**config.mk**
```make
export PLATFORM = sky130hd
export DESIGN_NAME = rps_status_regs
export DESIGN_NICKNAME = d
export VERILOG_FILES = /design/src/core/rps_pkg.sv /design/src/core/rps_port_status.sv /design/src/core/rps_status_regs.sv
export SDC_FILE = /design/constraint.sdc
export NUM_CORES = 1
export LEC_CHECK = 0
export ABC_CLOCK_PERIOD_IN_PS = 3000
export CORE_ASPECT_RATIO = 0.9
export CORE_MARGIN = 2
export CORE_UTILIZATION = 35
export CTS_CLUSTER_SIZE = 25
export DETAILED_ROUTE_END_ITERATION = 16
export DONT_BUFFER_PORTS = 1
export PLACE_DENSITY = 0.49
export SYNTH_ARGS = -nofsm -noshare
export SYNTH_HDL_FRONTEND = slang
export SYNTH_SLANG_ARGS = --single-unit
export TNS_END_PERCENT = 30
```
**constraint.sdc**
```tcl
create_clock -name clk -period 3 [get_ports clk]
set_input_delay 0.15 -clock clk [delete_from_list [all_inputs] [get_ports clk]]
set_output_delay 0.15 -clock clk [all_outputs]
set_load 0.01 [all_outputs]
```
**src/core/rps_pkg.sv**
```systemverilog
// rps_pkg: shared constants, offsets and carrier types of the receive port status block.
// assumes an 8-bit register space with byte-wide data on the device's register clock.
package rps_pkg;
	// structure
	localparam int RPS_PORTS = 2;
	localparam int RPS_CNT_W = 16;
	// register offsets
	localparam logic [7:0] RPS_OFS_PORT_SEL = 8'h4c;
	localparam logic [7:0] RPS_OFS_STS_ONE = 8'h4d;
	localparam logic [7:0] RPS_OFS_STS_TWO = 8'h4e;
	localparam logic [7:0] RPS_OFS_PAR_HI = 8'h55;
	localparam logic [7:0] RPS_OFS_PAR_LO = 8'h56;
	localparam logic [7:0] RPS_OFS_PAR_THR = 8'h57;
	localparam logic [7:0] RPS_OFS_PASS_CTL = 8'h58;
	// port select fields
	localparam int RPS_SEL_WR0 = 0;
	localparam int RPS_SEL_RD = 4;
	localparam int RPS_SEL_PHYS = 6;
	localparam logic [7:0] RPS_SEL_WMASK = 8'h1f;
	localparam logic [7:0] RPS_SEL_RST = 8'h00;
	// status one fields
	localparam int RPS_STS_LOCK = 0;
	localparam int RPS_STS_PASS = 1;
	localparam int RPS_STS_PAR = 2;
	localparam int RPS_STS_SEQ = 3;
	localparam int RPS_STS_CHG = 4;
	localparam int RPS_STS_CRC = 5;
	localparam int RPS_STS_PORT = 6;
	// pass control fields and reset values
	localparam int RPS_PCTL_LOCK = 0;
	localparam int RPS_PCTL_PAR = 1;
	localparam logic [7:0] RPS_PCTL_RST = 8'h01;
	localparam logic [7:0] RPS_THR_RST = 8'h01;
	localparam logic [7:0] RPS_ZERO = 8'h00;
	localparam logic [RPS_CNT_W-1:0] RPS_CNT_ZERO = 16'h0000;
	localparam logic [RPS_CNT_W-1:0] RPS_CNT_ONE = 16'h0001;
	localparam logic [RPS_CNT_W-1:0] RPS_CNT_MAX = 16'hffff;

	// one register access from the local bus or the control channel
	typedef struct packed
	{
		logic valid;
		logic write;
		logic from_channel;
		logic channel_port;
		logic [7:0] addr;
		logic [7:0] wdata;
	} rps_acc_s;

	// receiver event pulses of one port
	typedef struct packed
	{
		logic crc_err;
		logic seq_err;
		logic par_err;
	} rps_evt_s;

	// registered state of one port
	typedef struct packed
	{
		logic lock;
		logic pass;
		logic par_flag;
		logic seq_flag;
		logic chg_flag;
		logic crc_flag;
		logic [RPS_CNT_W-1:0] count;
		logic [7:0] thr;
		logic [7:0] pctl;
	} rps_port_s;
endpackage : rps_pkg

```
**src/core/rps_port_status.sv**
```systemverilog
// rps_port_status: flags, parity counter, threshold and pass control of one receive port.
// assumes lock is already synchronised and event pulses come from logic on clk.
`timescale 1ns/100ps
module rps_port_status
	import rps_pkg::*;
(
	input wire logic clk,
	input wire logic reset_n,
	input wire logic lock,
	input rps_evt_s ev,
	input wire logic wr_thr,
	input wire logic wr_pctl,
	input wire logic [7:0] wdata,
	input wire logic rd_clr_sts,
	input wire logic rd_clr_cnt,
	output rps_port_s st
);
	rps_port_s st_d;
	rps_port_s st_q;
	logic cnt_clr;

	// next state of the port
	always_comb
	begin
		st_d = st_q;
		st_d.lock = lock;
		// counter clears on a low byte read or when lock is newly gained
		cnt_clr = rd_clr_cnt | (lock & ~st_q.lock);
		if (cnt_clr)
			st_d.count = RPS_CNT_ZERO;
		else if (ev.par_err && lock && st_q.count != RPS_CNT_MAX)
			st_d.count = st_q.count + RPS_CNT_ONE;
		if (cnt_clr)
			st_d.par_flag = 1'b0;
		else if (st_q.count > RPS_CNT_W'(st_q.thr))
			st_d.par_flag = 1'b1;
		st_d.crc_flag = ev.crc_err | (st_q.crc_flag & ~rd_clr_sts);
		st_d.seq_flag = ev.seq_err | (st_q.seq_flag & ~rd_clr_sts);
		st_d.chg_flag = (lock ^ st_q.lock) | (st_q.chg_flag & ~rd_clr_sts);
		st_d.pass = (~st_q.pctl[RPS_PCTL_LOCK] | st_q.lock) & (~st_q.pctl[RPS_PCTL_PAR] | ~st_q.par_flag);
		if (wr_thr)
			st_d.thr = wdata;
		if (wr_pctl)
			st_d.pctl = wdata;
	end

	// port state registers
	always_ff @(posedge clk)
	begin
		if (!reset_n)
		begin
			st_q <= '0;
			st_q.thr <= RPS_THR_RST;
			st_q.pctl <= RPS_PCTL_RST;
		end
		else
			st_q <= st_d;
	end

	assign st = st_q;
endmodule : rps_port_status

```
**src/core/rps_status_regs.sv**
```systemverilog
// rps_status_regs: port select and paged status registers for two receive ports.
// assumes one access at a time on acc, answered one cycle later; lock pins are asynchronous.
`timescale 1ns/100ps
// Functional notes
// - writes to port 1 paged registers only when its write enable bit 1 is set.
// - writes to port 0 paged registers only when its write enable bit 0 is set.
// - with both enables set, one write lands in both ports' paged registers.
// - channel access defaults the carrying port's write enable to 1; local default 0.
// - status bit 6 returns the currently selected read port number.
// - bit 5 latches control channel crc error; cleared by status read.
// - bit 4 latches any lock change since last status read; cleared on read.
// - bit 3 latches control channel sequence error; cleared by status read.
// - bit 2 sets when parity error count exceeds the programmed threshold.
// - parity threshold flag clears with the parity counters, not on status read.
// - bit 1 shows live pass state per pass criteria control register.
// - bit 0 shows live receiver lock state.
// - select bit 4 picks which port's paged registers are read back.
// - parity counters accumulate since lock or low byte read; low byte read clears.
module rps_status_regs
	import rps_pkg::*;
(
	input wire logic clk,
	input wire logic reset_n,
	input rps_acc_s acc,
	input wire logic [RPS_PORTS-1:0] lock_pin,
	input rps_evt_s [RPS_PORTS-1:0] rx_ev,
	output logic rd_ack,
	output logic [7:0] rd_data
);
	logic [RPS_PORTS-1:0] lock_meta_q;
	logic [RPS_PORTS-1:0] lock_sync_q;
	logic [7:0] loc_sel_q, loc_sel_d;
	logic [7:0] chn_sel_q, chn_sel_d;
	logic chn_vld_q, chn_vld_d;
	logic [7:0] cur_sel;
	logic rp;
	logic [RPS_PORTS-1:0] wr_thr, wr_pctl, rd_clr_sts, rd_clr_cnt;
	rps_port_s [RPS_PORTS-1:0] st;
	logic [7:0] rdata_d, rdata_q;
	logic ack_d, ack_q;
	logic sel_wr;

	// write enable bit of one port within a select value
	function automatic logic port_wr_en(input logic [7:0] sel, input int p);
		port_wr_en = sel[RPS_SEL_WR0 + p];
	endfunction : port_wr_en

	// defaults seen by a channel access
	function automatic logic [7:0] chan_default(input logic port);
		logic [7:0] v;
		v = RPS_ZERO;
		v[RPS_SEL_WR0 + int'(port)] = 1'b1;
		v[RPS_SEL_RD] = port;
		chan_default = v;
	endfunction : chan_default

	// lock pins pass two flip-flops
	always_ff @(posedge clk)
	begin
		if (!reset_n)
		begin
			lock_meta_q <= '0;
			lock_sync_q <= '0;
		end
		else
		begin
			lock_meta_q <= lock_pin;
			lock_sync_q <= lock_meta_q;
		end
	end

	// select value in force for this access and its decodes
	always_comb
	begin
		// local keeps its own, channel starts from its defaults
		if (acc.from_channel)
			cur_sel = chn_vld_q ? chn_sel_q : chan_default(acc.channel_port);
		else
			cur_sel = loc_sel_q;
		rp = cur_sel[RPS_SEL_RD];
		sel_wr = acc.valid & acc.write & (acc.addr == RPS_OFS_PORT_SEL);
	end

	// per-port strobes and port instances
	generate
		for (genvar p = 0; p < RPS_PORTS; p++)
		begin : g_port
			assign wr_thr[p] = acc.valid & acc.write & (acc.addr == RPS_OFS_PAR_THR) & port_wr_en(cur_sel, p);
			assign wr_pctl[p] = acc.valid & acc.write & (acc.addr == RPS_OFS_PASS_CTL) & port_wr_en(cur_sel, p);
			// clear on status one read or parity low byte read of the selected port
			assign rd_clr_sts[p] = acc.valid & ~acc.write & (acc.addr == RPS_OFS_STS_ONE) & (int'(rp) == p);
			assign rd_clr_cnt[p] = acc.valid & ~acc.write & (acc.addr == RPS_OFS_PAR_LO) & (int'(rp) == p);
			rps_port_status u_port
			(
				.clk(clk),
				.reset_n(reset_n),
				.lock(lock_sync_q[p]),
				.ev(rx_ev[p]),
				.wr_thr(wr_thr[p]),
				.wr_pctl(wr_pctl[p]),
				.wdata(acc.wdata),
				.rd_clr_sts(rd_clr_sts[p]),
				.rd_clr_cnt(rd_clr_cnt[p]),
				.st(st[p])
			);
		end
	endgenerate

	// select registers and read data
	always_comb
	begin
		loc_sel_d = loc_sel_q;
		chn_sel_d = chn_sel_q;
		chn_vld_d = chn_vld_q;
		// only the writable select bits are stored
		if (sel_wr && acc.from_channel)
		begin
			chn_sel_d = acc.wdata & RPS_SEL_WMASK;
			chn_vld_d = 1'b1;
		end
		else if (sel_wr)
			loc_sel_d = acc.wdata & RPS_SEL_WMASK;
		ack_d = acc.valid;
		rdata_d = RPS_ZERO;
		if (acc.valid && !acc.write)
		begin
			case (acc.addr)
				RPS_OFS_PORT_SEL:
				begin
					rdata_d = cur_sel;
					rdata_d[RPS_SEL_PHYS] = acc.from_channel & acc.channel_port;
				end
				RPS_OFS_STS_ONE:
				begin
					rdata_d[RPS_STS_LOCK] = st[rp].lock;
					rdata_d[RPS_STS_PASS] = st[rp].pass;
					rdata_d[RPS_STS_PAR] = st[rp].par_flag;
					rdata_d[RPS_STS_SEQ] = st[rp].seq_flag;
					rdata_d[RPS_STS_CHG] = st[rp].chg_flag;
					rdata_d[RPS_STS_CRC] = st[rp].crc_flag;
					rdata_d[RPS_STS_PORT] = rp;
				end
				RPS_OFS_PAR_HI: rdata_d = st[rp].count[RPS_CNT_W-1:8];
				RPS_OFS_PAR_LO: rdata_d = st[rp].count[7:0];
				RPS_OFS_PAR_THR: rdata_d = st[rp].thr;
				RPS_OFS_PASS_CTL: rdata_d = st[rp].pctl;
				default: rdata_d = RPS_ZERO;
			endcase
		end
	end

	// register stage of select state and answer
	always_ff @(posedge clk)
	begin
		if (!reset_n)
		begin
			loc_sel_q <= RPS_SEL_RST;
			chn_sel_q <= RPS_SEL_RST;
			chn_vld_q <= 1'b0;
			rdata_q <= RPS_ZERO;
			ack_q <= 1'b0;
		end
		else
		begin
			loc_sel_q <= loc_sel_d;
			chn_sel_q <= chn_sel_d;
			chn_vld_q <= chn_vld_d;
			rdata_q <= rdata_d;
			ack_q <= ack_d;
		end
	end

	assign rd_ack = ack_q;
	assign rd_data = rdata_q;
endmodule : rps_status_regs

```
==> run metrics <==
Initial Util=0.3567; Via density=5.303; status=complete, no violations; WL final=14,730 um; pwr/cell area=474.4 nW/um^2; FF+latch count, synth=100; cts bufs inserted=9; register area share after synthesis=0.3842; Worst Path Arrival=2670 ps; startpoint types=flip-flop; Gate Count Post-Synth=564; RePlAce Congestion=0.8633; TritonCTS clock tree=done; required time of the critical path=3240 ps; Synth top area share=0.3842; Inserted Diodes=0; I/O Buffers=0; Synth Area in XOR/XNOR=0.04538; GRT Total Usage=0.1953; Die W=roughly 130 um; grt ovf=0; core footprint=approximately 15,000 sq um; largest net degree at the start of global routing=48; clk_lat worst skew=between 300 and 400 ps; worst vdd ir=around 0.3 mV; P&R area growth vs syn=13.47%; DRC Markers=0; syn_nets=614; clk_skew=roughly 5.4 ps; Die ar.=between 15,000 and 20,000 sq um; Reg clk slew, reported paths=70 ps; Synth Cell Area=5211 sq um; 1st-iter DRT viols=273; largest family of logic cells by synthesized area=simple AND/OR/NAND/NOR gates; Pleak=2.135 nW; TritonCTS sink count=100; mux contribution to synthesized area=0.1587; highest clock rate=about 400 MHz; DR WL/cell=18.99 um; final setup vio count=0; via count=4,115; # nets final=625; Adder-Cell Fraction of Synth Area=0.04802; Compound-Gate Fraction of Synth Area=0.1068; Async SR Flop Fraction=0; dominant synthesized flop cell=dfxtp_1; Pre-Repair DR Iteration Count=6; worst hold path type=in2reg; number of placement rows=42; ANT nets after route=0; final slew viol count=0; antenna violations before repair=0; Post-CTS Setup Bufs=0; height of the die=119.8 um; Root Buffer=clkbuf_16; yosys warns=0; worst slew pin tran=920.2 ps; Max Cap Violations=0; RSZ-0062 raised after global routing=no; biggest area consumer among synthesized cells=dfxtp_1; Max Root-Sink Buffers=2; first-pass GRT wire length=23,570 um; top post-synthesis cells by area=dfxtp_1 (38%), mux2i_1 (13%), nor2_1 (5.5%), ha_1 (4.8%), xnor2_1 (3.0%); layout cell share with drive strength beyond 1=0.08131; number of global-route vias before repair=4,088; # IOs=39; final worst path period share=0.8085; Max-slew headroom=0.3785; minimum clock period=2425 ps; post-DP HPWL=~11,000 um; Crit Path Category=reg2reg; EDFF count, synth=0; Max FO, Critical Path=8; Simple-Gate Fraction of Synth Area=0.2194; Yosys cell types=58; Post-Route Setup TNS=0 ps; syn_area_per_cell=9.240 sq um; Final Hold Vio Count=0; H-tree lvl count=3; total design power=2.805 mW; Worst Setup End Kind=flip-flop
-- synth_stat cells (4+ instances only) --
cell type / instances
a21o_1: 6
a21oi_1: 20
a22oi_1: 5
a31oi_1: 12
and2_1: 8
and3_1: 7
and4_1: 6
buf_2: 6
clkbuf_1: 11
dfxtp_1: 100
ha_1: 20
inv_1: 26
mux2_2: 13
mux2i_1: 68
nand2_1: 30
nand2b_1: 4
nand3_1: 14
nand4_1: 14
nor2_1: 76
nor2b_1: 8
nor3_1: 11
nor3_4: 4
o21ai_0: 10
o22a_1: 7
xnor2_1: 18
xor2_1: 9
-- power by group --
part	internal, mW	switching (mW)	total, mW	leakage (nW)
Clock	0.804	0.510	1.31	0.157
Sequential	1.34	0.0105	1.35	0.809
Combinational	0.0583	0.0836	0.142	1.17
-- cell usage in the layout (no fill, tap or decap), types with 4 or more instances in the layout --
cell,n
a21o_1,6
a21oi_1,19
a22oi_1,5
a31oi_1,12
and2_1,8
and3_1,7
and4_1,6
clkbuf_16,9
dfxtp_1,100
dlygate4sd3_1,17
ha_1,20
inv_1,26
mux2_2,13
mux2i_1,68
nand2_1,30
nand2b_1,4
nand3_1,14
nand4_1,14
nor2_1,76
nor2b_1,8
nor3_1,11
nor3_4,4
o21ai_0,10
o22a_1,7
xnor2_1,18
xor2_1,9
-- kinds of logic (layout without fill, tap and decap cells) --
| group | Yosys count | in the layout |
|---|---|---|
| AND/OR/NAND/NOR | 208 | 208 |
| flip-flops | 100 | 100 |
| AO/OA/AOI/OAI | 81 | 81 |
| multiplexers | 81 | 81 |
| buffers and inverters | 47 | 61 |
| XOR/XNOR | 27 | 27 |
| adder cells (fa/ha/maj) | 20 | 20 |
-- final timing paths --
| path | slack, ps | to | start | cells after the start |
|---|---|---|---|---|
| setup / recovery | 570 | g_port[1].u_port.st[0] | chn_vld_q | 6 |
| hold / removal | 90 | rd_data[7] | acc[18] | 2 |
| setup reg to reg | 570 | g_port[1].u_port.st[0] | chn_vld_q | 6 |
| hold reg to reg | 430 | lock_sync_q[0] | lock_meta_q[0] | 1 |
-- repair_timing --
item	4_1_cts	5_1_grt
endpoints found under the hold margin	54	0
resized for setup	0	0
setup endpoints to repair	0	0
hold buffers	17	0
-- flip-flops by register name (all words and copies together), names as in the netlist --
name,cells
rd_data,8
rd_ack,1
lock_sync_q,2
chn_vld_q,1
loc_sel_q,5
lock_meta_q,2
chn_sel_q,5
g_port.u_port.st,76
-- layer usage --
layer / vias up / part of all wire / global-route usage
met5: - / 0 / 0
met4: 0 / 0.012 / 0.04435
met3: 13 / 0.068 / 0.05788
met2: 110 / 0.43 / 0.2973
met1: 1943 / 0.49 / 0.2728
li1: 2049 / - / -
-- stage by stage --
stage	instance area [sq um]	instances	hold slack (ps)	util	worst slack [ps]
detailed placement	5415	745	218.0	0.3707	778.7
CTS	5913	776	79.41	0.4048	608.0
floorplan	5211	564	267.4	-	1193
finish	5913	776	90.51	0.4048	574.6
global placement	5415	745	216.6	0.3707	876.0
global route	5913	776	75.58	0.4048	457.8
-- worst max-delay path: stages, from the launching register on --
cell           delay, ps
dfxtp_1              370
nand2b_1             180
a31o_2               290
nor3_4               560
mux2i_1              260
nand2_1               70
dlygate4sd3_1        580
-- layout make-up --
| type | count | area (sq um) |
|---|---|---|
| repair buffers | 21 | 212.7 |
| fillers | 1501 | 8696 |
| well taps | 198 | 247.7 |
| clock inverters | 5 | 102.6 |
| inverters | 26 | 97.59 |
| multi-input cells | 417 | 3025 |
| clock buffers | 9 | 225.2 |
| flip-flops and latches | 100 | 2002 |
(Power assumes the default switching activity.)
